**src/hdl/mhc_consts.svh**
```systemverilog
// Constants for the modulator high carrier selector
`ifndef MHC_CONSTS_SVH
`define MHC_CONSTS_SVH
// Register port widths
`define MHC_ADDR_W      4
`define MHC_DATA_W      8
// Register address of the high carrier control word
`define MHC_ADDR_HCAR   4'h0
// Field positions inside the control word
`define MHC_SEL_MSB     3
`define MHC_SEL_LSB     0
`define MHC_SPARE_BIT   4
`define MHC_SYNC_BIT    5
`define MHC_INV_BIT     6
`define MHC_DIS_BIT     7
// Field widths and reset values
`define MHC_SEL_W       4
`define MHC_RST_SEL     4'h0
`define MHC_RST_BIT     1'h0
`define MHC_RST_DATA    8'h00
// Source selection codes
`define MHC_CODE_VSS    4'h0
`define MHC_CODE_PIN1   4'h1
`define MHC_CODE_PIN2   4'h2
`define MHC_CODE_REFCLK 4'h3
`define MHC_CODE_PWM1   4'h4
`define MHC_CODE_PWM2   4'h5
`define MHC_CODE_PWM3   4'h6
`define MHC_CODE_PWM4   4'h7
// Top bit of the code marks the reserved half
`define MHC_RSVD_BIT    3
// Number of synchronised inputs and of drivable sources
`define MHC_NUM_SYNC    3
`define MHC_NUM_DRV     5
// Index of each synchronised input
`define MHC_SYN_PIN1    0
`define MHC_SYN_PIN2    1
`define MHC_SYN_REFCLK  2
`endif

```
**src/hdl/mhc_pkg.sv**
```systemverilog
// Types shared by the modulator high carrier selector
`include "mhc_consts.svh"
package mhc_pkg;
  // Switch tracking states, one-hot
  typedef enum logic [2:0] {
    MHC_ST_HIGH = 3'b001,
    MHC_ST_WAIT = 3'b010,
    MHC_ST_LOW  = 3'b100
  } mhc_state_e;

  // State of the top module
  typedef struct packed {
    logic [`MHC_SEL_W-1:0]   sel;
    logic                    sync;
    logic                    inv;
    logic                    dis;
    logic [`MHC_DATA_W-1:0]  rdata;
    logic                    car;
    logic                    car_prev;
    mhc_state_e              fsm;
    logic                    use_high;
    logic [`MHC_NUM_DRV-1:0] drv_dis;
  } mhc_regs_s;

  // State of the input synchroniser
  typedef struct packed {
    logic [`MHC_NUM_SYNC-1:0] s1;
    logic [`MHC_NUM_SYNC-1:0] s2;
    logic [`MHC_NUM_SYNC-1:0] s3;
    logic [`MHC_NUM_SYNC-1:0] q;
  } mhc_sync_s;
endpackage

```
**src/hdl/mhc_top.sv**
```systemverilog
// Modulator high carrier source selector, conditioner and switch gate
`timescale 1ns/1ps
`include "mhc_consts.svh"
module mhc_top
  import mhc_pkg::*;
(
  // Clock and reset
  input  wire logic                     clk_sys_in,
  input  wire logic                     rst_n_in,
  // Register port
  input  wire logic [`MHC_ADDR_W-1:0]   reg_addr_in,
  input  wire logic [`MHC_DATA_W-1:0]   reg_wdata_in,
  input  wire logic                     reg_wr_in,
  input  wire logic                     reg_rd_in,
  output logic      [`MHC_DATA_W-1:0]   reg_rdata_out,
  // Carrier sources from outside the clock domain
  input  wire logic                     carrier_input_pin_one_in,
  input  wire logic                     carrier_input_pin_two_in,
  input  wire logic                     ref_clock_in,
  // Carrier sources from logic on this clock
  input  wire logic                     compare_pwm_unit_one_in,
  input  wire logic                     compare_pwm_unit_two_in,
  input  wire logic                     compare_pwm_unit_three_in,
  input  wire logic                     compare_pwm_unit_four_in,
  // Modulation request, high means use the high carrier
  input  wire logic                     mod_level_in,
  // Conditioned high carrier towards the modulator core
  output logic                          high_carrier_out,
  // Switch decision, high while the high carrier is in use
  output logic                          use_high_out,
  // Pin drive cut per source: refclock, then PWM one to four
  output logic      [`MHC_NUM_DRV-1:0]  drive_disable_out
);

  mhc_regs_s                st_q;      // Registered state
  mhc_regs_s                st_d;      // Next state
  logic [`MHC_NUM_SYNC-1:0] sync_lvl;  // Synchronised outside inputs
  logic [`MHC_NUM_SYNC-1:0] raw_vec;   // Raw outside inputs
  logic                     fall;      // Falling edge of the carrier
  logic                     reg_hit;   // Address decodes to our register

  // True for codes that connect nothing
  function automatic logic mhc_is_rsvd(input logic [`MHC_SEL_W-1:0] sel);
    mhc_is_rsvd = sel[`MHC_RSVD_BIT];
  endfunction

  // Drive index for a code, valid only for drivable sources
  function automatic logic [`MHC_NUM_DRV-1:0] mhc_drv_onehot(input logic [`MHC_SEL_W-1:0] sel);
    logic [`MHC_NUM_DRV-1:0] v;
    v = '0;
    case (sel)
      `MHC_CODE_REFCLK: v[0] = 1'b1;
      `MHC_CODE_PWM1:   v[1] = 1'b1;
      `MHC_CODE_PWM2:   v[2] = 1'b1;
      `MHC_CODE_PWM3:   v[3] = 1'b1;
      `MHC_CODE_PWM4:   v[4] = 1'b1;
      default:          v    = '0;
    endcase
    mhc_drv_onehot = v;
  endfunction

  // Outside inputs gathered for the synchroniser
  assign raw_vec[`MHC_SYN_PIN1]   = carrier_input_pin_one_in;
  assign raw_vec[`MHC_SYN_PIN2]   = carrier_input_pin_two_in;
  assign raw_vec[`MHC_SYN_REFCLK] = ref_clock_in;

  // Three-stage synchroniser for pins and reference clock
  mhc_sync u_sync (
    .clk_sys_in (clk_sys_in),
    .rst_n_in   (rst_n_in),
    .raw_in     (raw_vec),
    .level_out  (sync_lvl)
  );

  // Decode of the register address
  assign reg_hit = (reg_addr_in == `MHC_ADDR_HCAR);

  // Falling edge seen on the registered carrier
  assign fall = st_q.car_prev & ~st_q.car;

  // Next-state logic
  always_comb
  begin
    logic sel_car;  // Carrier before polarity
    logic want_low; // Modulator asks for the low carrier
    st_d     = st_q;
    sel_car  = 1'b0;
    want_low = ~mod_level_in;

    // Register write
    if (reg_wr_in && reg_hit)
    begin
      st_d.sel  = reg_wdata_in[`MHC_SEL_MSB:`MHC_SEL_LSB];
      st_d.sync = reg_wdata_in[`MHC_SYNC_BIT];
      st_d.inv  = reg_wdata_in[`MHC_INV_BIT];
      st_d.dis  = reg_wdata_in[`MHC_DIS_BIT];
    end

    // Read data stand only in the cycle after the strobe
    st_d.rdata = `MHC_RST_DATA;
    if (reg_rd_in && reg_hit)
    begin
      st_d.rdata[`MHC_SEL_MSB:`MHC_SEL_LSB] = st_q.sel;
      st_d.rdata[`MHC_SPARE_BIT]           = 1'b0;
      st_d.rdata[`MHC_SYNC_BIT]            = st_q.sync;
      st_d.rdata[`MHC_INV_BIT]             = st_q.inv;
      st_d.rdata[`MHC_DIS_BIT]             = st_q.dis;
    end

    case (st_q.sel)
      `MHC_CODE_VSS:    sel_car = 1'b0;
      `MHC_CODE_PIN1:   sel_car = sync_lvl[`MHC_SYN_PIN1];
      `MHC_CODE_PIN2:   sel_car = sync_lvl[`MHC_SYN_PIN2];
      `MHC_CODE_REFCLK: sel_car = sync_lvl[`MHC_SYN_REFCLK];
      `MHC_CODE_PWM1:   sel_car = compare_pwm_unit_one_in;
      `MHC_CODE_PWM2:   sel_car = compare_pwm_unit_two_in;
      `MHC_CODE_PWM3:   sel_car = compare_pwm_unit_three_in;
      `MHC_CODE_PWM4:   sel_car = compare_pwm_unit_four_in;
      default:          sel_car = 1'b0;
    endcase

    if (mhc_is_rsvd(st_q.sel))
    begin
      st_d.car = 1'b0;
    end
    else
    begin
      st_d.car = sel_car ^ st_q.inv;
    end
    st_d.car_prev = st_q.car;

    case (st_q.fsm)
      MHC_ST_HIGH:
      begin
        // Leave the high carrier when asked
        if (want_low)
        begin
          if (st_q.sync && !fall)
          begin
            st_d.fsm = MHC_ST_WAIT;
          end
          else
          begin
            st_d.fsm = MHC_ST_LOW;
          end
        end
      end
      MHC_ST_WAIT:
      begin
        // Request withdrawn, sync cleared or edge seen
        if (!want_low)
        begin
          st_d.fsm = MHC_ST_HIGH;
        end
        else if (!st_q.sync || fall)
        begin
          st_d.fsm = MHC_ST_LOW;
        end
      end
      MHC_ST_LOW:
      begin
        // Back to high at once; low side sync is elsewhere
        if (!want_low)
        begin
          st_d.fsm = MHC_ST_HIGH;
        end
      end
      default:
      begin
        st_d.fsm = MHC_ST_HIGH;
      end
    endcase
    st_d.use_high = (st_d.fsm != MHC_ST_LOW);

    // pin drive cut for the selected source
    if (st_q.dis && !mhc_is_rsvd(st_q.sel))
    begin
      st_d.drv_dis = mhc_drv_onehot(st_q.sel);
    end
    else
    begin
      st_d.drv_dis = '0;
    end
  end

  // State register
  always_ff @(posedge clk_sys_in or negedge rst_n_in)
  begin
    if (!rst_n_in)
    begin
      st_q.sel      <= `MHC_RST_SEL;
      st_q.sync     <= `MHC_RST_BIT;
      st_q.inv      <= `MHC_RST_BIT;
      st_q.dis      <= `MHC_RST_BIT;
      st_q.rdata    <= `MHC_RST_DATA;
      st_q.car      <= 1'b0;
      st_q.car_prev <= 1'b0;
      st_q.fsm      <= MHC_ST_HIGH;
      st_q.use_high <= 1'b1;
      st_q.drv_dis  <= '0;
    end
    else
    begin
      st_q <= st_d;
    end
  end

  // Outputs straight from flip-flops
  assign reg_rdata_out     = st_q.rdata;
  assign high_carrier_out  = st_q.car;
  assign use_high_out      = st_q.use_high;
  assign drive_disable_out = st_q.drv_dis;

  a_sel_write: assert property (@(posedge clk_sys_in) disable iff (!rst_n_in)
    (reg_wr_in && reg_hit) |=> (st_q.sel == $past(reg_wdata_in[`MHC_SEL_MSB:`MHC_SEL_LSB])))
    else $error("selection field not written");

  a_pwm_route: assert property (@(posedge clk_sys_in) disable iff (!rst_n_in)
    (st_q.sel == `MHC_CODE_PWM1) |=> (high_carrier_out == $past(compare_pwm_unit_one_in ^ st_q.inv)))
    else $error("PWM one not routed");

  a_rsvd_quiet: assert property (@(posedge clk_sys_in) disable iff (!rst_n_in)
    (st_q.sel[`MHC_RSVD_BIT] ##1 st_q.sel[`MHC_RSVD_BIT]) |=> (!high_carrier_out && drive_disable_out == '0))
    else $error("reserved code connected a source");

  a_pol_invert: assert property (@(posedge clk_sys_in) disable iff (!rst_n_in)
    (st_q.sel == `MHC_CODE_VSS) |=> (high_carrier_out == $past(st_q.inv)))
    else $error("polarity not applied");

  a_sync_wait: assert property (@(posedge clk_sys_in) disable iff (!rst_n_in)
    (st_q.sync && st_q.fsm == MHC_ST_HIGH && !mod_level_in && !fall) |=> use_high_out)
    else $error("switch did not wait for falling edge");

  a_sync_release: assert property (@(posedge clk_sys_in) disable iff (!rst_n_in)
    (use_high_out && !mod_level_in && fall) |=> !use_high_out)
    else $error("falling edge did not release switch");

  a_nosync_switch: assert property (@(posedge clk_sys_in) disable iff (!rst_n_in)
    (!st_q.sync && !mod_level_in) |=> !use_high_out)
    else $error("unsynchronised switch delayed");

  a_drive_cut: assert property (@(posedge clk_sys_in) disable iff (!rst_n_in)
    (st_q.dis && st_q.sel == `MHC_CODE_PWM2) |=> (drive_disable_out == 5'h04))
    else $error("pin drive not cut");

  a_pin_route: assert property (@(posedge clk_sys_in) disable iff (!rst_n_in)
    (st_q.sel == `MHC_CODE_PIN1) |=> (high_carrier_out == $past(sync_lvl[`MHC_SYN_PIN1] ^ st_q.inv)))
    else $error("pin one not routed");

  a_pin_two_route: assert property (@(posedge clk_sys_in) disable iff (!rst_n_in)
    (st_q.sel == `MHC_CODE_PIN2) |=> (high_carrier_out == $past(sync_lvl[`MHC_SYN_PIN2] ^ st_q.inv)))
    else $error("pin two not routed");

  a_pwm_four_route: assert property (@(posedge clk_sys_in) disable iff (!rst_n_in)
    (st_q.sel == `MHC_CODE_PWM4) |=> (high_carrier_out == $past(compare_pwm_unit_four_in ^ st_q.inv)))
    else $error("PWM four not routed");

  a_read_field: assert property (@(posedge clk_sys_in) disable iff (!rst_n_in)
    (reg_rd_in && reg_hit) |=>
      (reg_rdata_out[`MHC_SEL_MSB:`MHC_SEL_LSB] == $past(st_q.sel) && !reg_rdata_out[`MHC_SPARE_BIT]))
    else $error("read data do not match the field");

  a_read_idle: assert property (@(posedge clk_sys_in) disable iff (!rst_n_in)
    !(reg_rd_in && reg_hit) |=> (reg_rdata_out == `MHC_RST_DATA))
    else $error("read data outside the read cycle");

  a_wait_hold: assert property (@(posedge clk_sys_in) disable iff (!rst_n_in)
    (st_q.sync && st_q.fsm == MHC_ST_WAIT && !mod_level_in && !fall) |=> use_high_out)
    else $error("wait left without falling edge");

  a_return_high: assert property (@(posedge clk_sys_in) disable iff (!rst_n_in)
    mod_level_in |=> use_high_out)
    else $error("high carrier not resumed");

  a_drive_keep: assert property (@(posedge clk_sys_in) disable iff (!rst_n_in)
    !st_q.dis |=> (drive_disable_out == '0))
    else $error("pin drive cut while enabled");

endmodule

```
**src/hdl/mhc_sync.sv**
```systemverilog
// Three-stage synchroniser with agreement filter for outside inputs
`timescale 1ns/1ps
`include "mhc_consts.svh"
module mhc_sync
  import mhc_pkg::*;
(
  // Clock and reset
  input  wire logic                     clk_sys_in,
  input  wire logic                     rst_n_in,
  // Raw inputs from outside the clock domain
  input  wire logic [`MHC_NUM_SYNC-1:0] raw_in,
  // Filtered synchronous levels
  output logic      [`MHC_NUM_SYNC-1:0] level_out
);

  mhc_sync_s st_q;  // Registered state
  mhc_sync_s st_d;  // Next state

  // Shift chain; the level moves only when stages two and three agree
  always_comb
  begin
    st_d    = st_q;
    st_d.s1 = raw_in;
    st_d.s2 = st_q.s1;
    st_d.s3 = st_q.s2;
    for (int i = 0; i < `MHC_NUM_SYNC; i++)
    begin
      // Agreement of the later stages
      if (st_q.s2[i] == st_q.s3[i])
      begin
        st_d.q[i] = st_q.s3[i];
      end
    end
  end

  // State register
  always_ff @(posedge clk_sys_in or negedge rst_n_in)
  begin
    if (!rst_n_in)
    begin
      st_q <= '0;
    end
    else
    begin
      st_q <= st_d;
    end
  end

  assign level_out = st_q.q;

endmodule

```
**config.mk**
```make
export PLATFORM = sky130hd
export DESIGN_NAME = mhc_top
export DESIGN_NICKNAME = d
export VERILOG_FILES = /design/src/hdl/mhc_pkg.sv /design/src/hdl/mhc_top.sv /design/src/hdl/mhc_sync.sv
export VERILOG_INCLUDE_DIRS = /design/src /design/src/hdl
export SDC_FILE = /design/constraint.sdc
export NUM_CORES = 1
export LEC_CHECK = 0
export BUFFER_PORTS_ARGS = -buffer_cell sky130_fd_sc_hd__buf_4
export CAP_MARGIN = 20
export CELL_PAD_IN_SITES_DETAIL_PLACEMENT = 0
export CELL_PAD_IN_SITES_GLOBAL_PLACEMENT = 1
export CORE_UTILIZATION = 44
export CTS_CLUSTER_SIZE = 28
export DETAILED_ROUTE_END_ITERATION = 8
export GPL_TIMING_DRIVEN = 0
export PLACE_DENSITY = 0.93
export SLEW_MARGIN = 40
export SYNTH_ARGS = -nofsm -noshare
export SYNTH_HDL_FRONTEND = slang
export SYNTH_SLANG_ARGS = --single-unit
```
**constraint.sdc**
```tcl
create_clock -name clk_sys_in -period 3.2 [get_ports clk_sys_in]
set_input_delay 0.48 -clock clk_sys_in [delete_from_list [all_inputs] [get_ports clk_sys_in]]
set_output_delay 0.48 -clock clk_sys_in [all_outputs]
set_load 0.01 [all_outputs]
```
# ---- After elaboration in Yosys (flattened, before gate mapping)
# Cells that the tools add are included.
dict set report op_classes {
  n_eq_ne 14
  mux 15
  bitwise 3
  reduce_logical 9
}
# op count
set op_table {}
lappend op_table {{equality test 4 x 3 -> 1 bit, second input constant} 4}
lappend op_table {{two-way mux 3 bit} 5}
lappend op_table {{one-hot mux 3 bit (3 select lines)} 1}
lappend op_table {{equality test 4 x 2 -> 1 bit, second input constant} 2}
lappend op_table {{two-way mux 8 bit} 1}
lappend op_table {{one-hot mux 1 bit (7 select lines)} 1}
lappend op_table {{two-way mux 1 bit} 6}
lappend op_table {{two-way mux 5 bit} 1}
lappend op_table {{equality test 4 x 1 -> 1 bit, second input constant} 1}
lappend op_table {{logical AND 1 bit} 4}
lappend op_table {{zero test 4 bit} 1}
lappend op_table {{equality test 1 bit} 3}
lappend op_table {{equality test 3 x 1 -> 1 bit, second input constant} 1}
lappend op_table {{equality test 3 x 2 -> 1 bit, second input constant} 1}
lappend op_table {{equality test 3 bit, second input constant} 1}
lappend op_table {{zero test 1 bit} 3}
lappend op_table {{inequality test 3 bit, second input constant} 1}
lappend op_table {{AND 1 bit} 1}
lappend op_table {{logical OR 1 bit} 1}
lappend op_table {{inverter 1 bit} 1}
lappend op_table {{bitwise XOR 1 bit} 1}
dict set report totals {
  register_bits 38
  out_inout_bits 15
  wordCells 57
}

# ---- Depth between registers and ports, before layout
# Gate-level depths: netlist of the first run.
dict set report logic_depth {
  ltp_word 8
  mapped_depth 5
  depth_no_buf 4
}

# ---- Cells and area by module
# Synthesis of the first run repeated with hierarchy kept, for this count alone.
dict set report unflattened {
  hier_cells 108
  area_unflattened_um2 1477.7
}
# module instances cells_each area_per_inst_um2
set modules_own_cells {}
lappend modules_own_cells {mhc_top 1 90 1121.1}
lappend modules_own_cells {mhc_sync 1 18 356.6}

# ---- Worst setup path after synthesis of the first run
# No wires, ideal clock.
dict set report synth_path {
  path_kind {in2reg}
  start {in compare_pwm_unit_two_in}
  end {reg st_q (netlist bit high_carrier_out)}
  setup_ps 141
  t_arrival_ps 1338
  t_required_ps 3059
  path_slack_ps 1721
  cell_stages 4
  cell_sequence {mux2_4 -> a221o_1 -> a32oi_1 -> o221ai_1}
}
# element line_no
set synth_rtl {}
lappend synth_rtl {{start: declaration} mhc_top.sv:22} ;# input wire logic compare_pwm_unit_two_in,
lappend synth_rtl {{end signal: assignment} mhc_top.sv:204} ;# st_q <= st_d;
lappend synth_rtl {{end: declaration} mhc_top.sv:35} ;# mhc_regs_s st_q;

==> reports/metrics.cfg, run 1 <==
[timing]
timing.final.ws_setup_ns = 1.67
fin_worst_skew_ns = 0.00627
fin_tns_setup_ns = 0
setup-violations-final = 0
drv_slew = 0
finalCriticalPeriod_ns = 1.53
rsz0062_at_grt = false
post-route-period-util = 0.479
final_hold_viol_count = 0
fmax_mhz = 652

[routing]
dr.first_iter.drc_count = 5
wl_mm = 2.48
drc = 0
vias = 933
post_drt_wl_per_cell_um = 12.6
viasPerCell = 4.74
first_pass_iters = 2
ant_nets = 0

[critical_path]
crit_type = flip-flop to flip-flop
ff2ff_path_depth = 4
critPathLaunch = st_q[23]
cp_top_family = compound AO/OA/AOI/OAI gates
crit_end = high_carrier_out
path_cells = mux2_4, a221o_1, a32oi_1, o221ai_1
end_kind = flip-flop
cp.required_ns = 3.39
cp.arrival_ns = 1.72
worst-path-buf-inv = 0
crit_path_start_kind = flip-flop
path_depth = 4
ff2ff_setup_slack_ns = 1.67
cp_slowest_stage_delay_ns = 0.41
r2r-end = high_carrier_out
crit_path_top_delay_cell = dfrtp_1
r2r-start = st_q[23]
crit_path_max_fanout = 3

[place]
post-place-ws_ns = 1.49
hpwlAfterDp_mm = 1.85
placed_cell_area_um2 = 1830
place_congestion = 0.780
portBuffers = 36

[global_route]
antenna_found_initial = 0
grt_pass1_wl_mm = 4.08
grt_pass1_vias = 934
grt-ovfl-total = 0
gr-usage-all-layers = 0.163
grt_max_degree = 38

[logic_synthesis]
synth_top_area_share = 0.584
synthFlopType = dfrtp_1
synth_area_leader_cell = dfrtp_1
synth_area_per_cell_um2 = 13.8
synth_cell_types = 35
synth_area_um2 = 1500
ys_ff_latch = 37
synthTopCellsByArea = dfrtp_1, mux2_4, buf_4, dfstp_2, and3_1
yosys_warnings = 0
synth_edf_count = 0
synth-seq-area-share = 0.619
syn_nets = 133
post-synth-top-count-cell = dfrtp_1
yosys-top-cells-count = dfrtp_1, buf_4, and3_1, mux2_4
async_flop_share = 1.00
syn_inst = 109

[floorplan]
die_w_um = 60.4
initial_core_util = 0.476
dieHeight_um = 60.4
top_level_ports = 39
dieArea_um2 = 3650
std_cell_rows = 20
core_region_area_um2 = 3150

[power_and_ir_drop]
ir_worst_vdd_mv = 0.306
power_density_nw_per_um2 = 557
leakagePower_nw = 0.970
power_mw = 1.04

[worst_hold_path]
hp-class = input port to async pin

[cts]
cts-root-buf = clkbuf_4
cts_tree = yes
postCtsSetupBuffers = 0
cts_resized = 0
htreeDepth = 2
cts.path.max_buffers = 2
clkTransAtPathRegs_ns = 0.10
cts_num_sinks = 37
hold_buffers = 0
clk_latency_ns = 0.33
numCtsBuffers = 5

[final_layout]
post-route-util = 0.594
drive_above_1_share = 0.458
n_antenna_cell = 0
area_growth_pct = 24.9
final_nets = 176
final_area_um2 = 1870

[status]
status = finished clean

[flow_run]
cap_viol_max_count = 0

## per-layer routing
metal  up-vias  part of all wire  global-route usage  wire length [um]
li1        453                 -                   -                 -
met1       443              0.41               0.177              1020
met2        29              0.51               0.278              1280
met3         8             0.051              0.0490               126
met4         0             0.024               0.103                59
met5         -                 0                   0                 0
## cell usage in the layout (no fill, tap or decap), types with 2 or more instances in the layout
cell	instances
nor2b_1	3
buf_4	49
mux2_4	8
dfstp_2	2
clkbuf_1	3
clkbuf_4	5
nand2_1	3
maj3_1	3
buf_2	2
nor2_1	3
and3_1	8
inv_1	2
nand3b_1	3
dfrtp_1	35
nor3b_1	2
## area by class of cell
| class | count | area [um^2] |
|---|---|---|
| Buffer | 15 | 108 |
| Clock buffer | 8 | 48.8 |
| Fill cell | 276 | 1280 |
| Inverter | 2 | 7.51 |
| Multi-Input combinational cell | 55 | 457 |
| Sequential cell | 37 | 928 |
| Tap cell | 44 | 55.1 |
| Timing Repair Buffer | 36 | 270 |
## cells by family (layout without fill, tap and decap cells)
kind of cell             count (synthesis)  count (layout)  share of synthesized area
AND/OR/NAND/NOR                         31              31                      0.140
adder cells (fa/ha/maj)                  3               3                     0.0200
multiplexers                             8               8                     0.0801
XOR/XNOR                                 1               1                    0.00584
buffers and inverters                   17              61                     0.0767
flip-flops                              37              37                      0.619
AO/OA/AOI/OAI                           11              11                     0.0559
other                                    1               1                    0.00250
## flip-flops by register name, indices dropped and copies added, names as in the netlist
register and flops:
st_q 11, reg_rdata_out 7, u_sync.st_d 6, drive_disable_out 5, u_sync.level_out 3, u_sync.st_q 3
high_carrier_out 1, use_high_out 1
## power breakdown
group / switching, mW / internal [mW] / leakage, nW
logic: 0.102 / 0.134 / 0.478
clock network: 0.132 / 0.0875 / 0.0265
registers: 0.0510 / 0.537 / 0.466
total: 0.285 / 0.759 / 0.970
## through the flow
step / hold slack (ns) / cells
final: 0.0944 / 197
after global routing: 0.107 / 197
after CTS: 0.0929 / 197
after detailed placement: 0.341 / 189
after global placement: 0.332 / 189
after floorplan: 0.184 / 109
## worst min path at each step
stage	startpoint	to	slack (ns)
4_1_cts	rst_n_in	st_q[25]	0.09
3_5_place_dp	u_sync.st_d[6]	u_sync.st_d[3]	0.34
3_3_place_gp	u_sync.st_d[8]	u_sync.st_d[5]	0.33
2_1_floorplan	rst_n_in	drive_disable_out[0]	0.18
5_1_grt	rst_n_in	u_sync.st_d[8]	0.11
6_report	rst_n_in	reg_rdata_out[5]	0.09
Note: power is estimated with default switching activity, not from simulation.
==> run 2: changes to the inputs <==
--- a/config.mk
+++ b/config.mk
@@ -6,15 +6,16 @@
 export SDC_FILE = /design/constraint.sdc
 export NUM_CORES = 1
 export LEC_CHECK = 0
+export ABC_AREA = 1
 export BUFFER_PORTS_ARGS = -buffer_cell sky130_fd_sc_hd__buf_4
 export CAP_MARGIN = 20
 export CELL_PAD_IN_SITES_DETAIL_PLACEMENT = 0
 export CELL_PAD_IN_SITES_GLOBAL_PLACEMENT = 1
-export CORE_UTILIZATION = 44
+export CORE_UTILIZATION = 39
 export CTS_CLUSTER_SIZE = 28
 export DETAILED_ROUTE_END_ITERATION = 8
 export GPL_TIMING_DRIVEN = 0
-export PLACE_DENSITY = 0.93
+export PLACE_DENSITY = 0.88
 export SLEW_MARGIN = 40
 export SYNTH_ARGS = -nofsm -noshare
 export SYNTH_HDL_FRONTEND = slang
==> constraint.sdc (replaced) <==
create_clock -name clk_sys_in -period 1.6 [get_ports clk_sys_in]
set_input_delay 0.24 -clock clk_sys_in [delete_from_list [all_inputs] [get_ports clk_sys_in]]
set_output_delay 0.24 -clock clk_sys_in [all_outputs]
set_load 0.01 [all_outputs]
==> run 2 against run 1 <==
- clock power rose to 2.7 times the previous value
- design area up 1.4%
- sequential share of layout area is 0.68 points lower
- combinational power rose by 94%
- count of clock-buffer cells in the layout stayed put
- final cell count increased by 19%
- maximum frequency is 26% higher
- synthesized area decreased by 1.3%
- flip-flop and latch count stayed put
- critical endpoint is now st_q[7]
- largest power group unchanged
==> reports/metrics.cfg, run 2 <==
[final_layout]
nFillCells = 350
area_growth_pct = 28.4
final_nets = 210
final_cell_mix = buf_4, dfrtp_1, nor2_1
seqCellArea_um2 = 928
layout_commonest_cell = buf_4
drive_above_1_share = 0.385
largest_reg_flops = 11
regMostFlops = st_q
n_antenna_cell = 0
multi_input_comb_area_um2 = 374

[cts]
postCtsSetupBuffers = 0
cts_tree = yes
cts-root-buf = clkbuf_8
clkTransAtPathRegs_ns = 0.07
hold_buffers = 1
numCtsBuffers = 5
htreeDepth = 2
cts_resized = 0
cts.path.max_buffers = 2
clk_latency_ns = 0.28
cts_num_sinks = 37

[logic_synthesis]
synth_top_family_by_area = simple AND/OR/NAND/NOR gates
syn_inst = 142
synth_edf_count = 0
ys_ff_latch = 37
synth_area_per_cell_um2 = 10.4
yosys.area_share.adder = 0.0203
synth_area_um2 = 1480
syn_nets = 166
synthSimpleGateAreaFrac = 0.190
synth_compound_area_frac = 0.0397
synth-xor-area-share = 0
synth_area_leader_cell = dfrtp_1
yosys-top-cells-count = dfrtp_1, nor2_1, buf_4, nand2_1, inv_1
yosys_warnings = 0
post-synth-top-count-cell = dfrtp_1
synth_cell_types = 24
synthFlopType = dfrtp_1
synth_top_area_share = 0.592
synth_mux_area_frac = 0
synthTopCellsByArea = dfrtp_1, buf_4, nor2_1, dfstp_2, nand2_1
synth-seq-area-share = 0.627
async_flop_share = 1.00

[critical_path]
cp.required_ns = 1.80
cp_slowest_stage_delay_ns = 0.55
worst-path-buf-inv = 3
crit_type = flip-flop to flip-flop
crit_path_start_kind = flip-flop
crit_path_max_fanout = 3
path_cells = inv_1, nor3_2, inv_1, nand2_1, inv_1, nor3b_1
cp.arrival_ns = 1.41
end_kind = flip-flop
crit_path_top_delay_cell = dfstp_2
critPathMostFrequentCell = inv_1
cp_top_family = flip-flops

[global_route]
antenna_found_initial = 0
grt-ovfl-total = 0
grt_pass1_wl_mm = 4.42
gr-usage-all-layers = 0.146
grt_max_degree = 38
grt_pass1_vias = 1063

[routing]
drc = 0
dr.first_iter.drc_count = 38
ant_nets = 0
post_drt_wl_per_cell_um = 10.6
viasPerCell = 4.49
first_pass_iters = 4
vias = 1056
wl_mm = 2.48

[timing]
finalCriticalPeriod_ns = 1.21
fin_tns_setup_ns = 0
timing.final.ws_setup_ns = 0.386
drv_slew = 0
holdWs_ns = 0.0580
rsz0062_at_grt = false
fmax_mhz = 823
post-route-period-util = 0.759
final_hold_viol_count = 0
setup-violations-final = 0
fin_worst_skew_ns = 0.00296

[floorplan]
dieHeight_um = 63.6
core_region_area_um2 = 3660
die_w_um = 63.6
top_level_ports = 39
dieArea_um2 = 4050
std_cell_rows = 22
initial_core_util = 0.404

[place]
portBuffers = 36
post-place-ws_ns = 0.371
hpwlAfterDp_mm = 1.83
place_congestion = 0.820

[status]
status = finished clean

[power_and_ir_drop]
ir_worst_vdd_mv = 0.630
leakagePower_nw = 0.994
power_density_nw_per_um2 = 1160
power_mw = 2.20

[flow_run]
cap_viol_max_count = 0

[worst_hold_path]
hp-class = input port to flip-flop

run 2: cell count changes in the layout (fill, tap and decap cells not counted), sizes merged, moves of 8 or more:
cell and change:
and3 -8, inv +15, a21oi +8, nand2 +11
mux2 -8, nor2 +22
run 2: final cells by class:
cell class | instances | area share
sequential | 37 | 0.488
multi-input combinational | 73 | 0.197
timing repair buffer | 37 | 0.147
buffer | 15 | 0.0599
clock buffer | 8 | 0.0421
inverter | 17 | 0.0336
tap | 48 | 0.0316
run 2: worst paths after layout:
| path | start | end | slack (ns) | cells past startpoint |
|---|---|---|---|---|
| max in group asynchronous | rst_n_in | st_q[6] | 0.81 | 2 |
| hold reg to reg | u_sync.st_d[8] | u_sync.st_d[5] | 0.35 | 0 |
| min in group asynchronous | rst_n_in | u_sync.st_q[3] | 0.44 | 2 |
| setup / recovery | st_q[6] | st_q[7] | 0.39 | 6 |
| hold / removal | ref_clock_in | u_sync.st_d[8] | 0.06 | 1 |
| setup reg to reg | st_q[6] | st_q[7] | 0.39 | 6 |
run 2: logic make-up after synthesis:
group / count (synthesis)
AND/OR/NAND/NOR: 58
flip-flops: 37
buffers and inverters: 32
AO/OA/AOI/OAI: 11
adder cells (fa/ha/maj): 3
other: 1
run 2: worst reg2reg max path, stage by stage, from the launching register on:
cell and delay, ns:
dfstp_2 0.55, inv_1 0.07, nor3_2 0.16, inv_1 0.06, nand2_1 0.08, inv_1 0.06
nor3b_1 0.17
run 2: metal layers:
layer	part of all wire	track usage	wire (um)	up-vias
li1	-	-	-	523
met3	0.054	0.0562	135	3
met5	0	0	0	-
met1	0.41	0.162	1020	501
met4	0.011	0.0511	28	0
met2	0.52	0.254	1300	29
run 2: metrics by stage:
step                      instances  instance area, um^2   util
after floorplan                 142                 1480      -
after global placement          226                 1810  0.495
after detailed placement        226                 1810  0.495
after CTS                       235                 1900  0.519
after global routing            235                 1900  0.519
final                           235                 1900  0.519
run 2: power by group:
part / total [mW] / internal [mW] / leakage, nW / switching, mW
clock network: 0.602 / 0.309 / 0.0395 / 0.293
registers: 1.14 / 1.06 / 0.454 / 0.0739
logic: 0.458 / 0.201 / 0.501 / 0.257
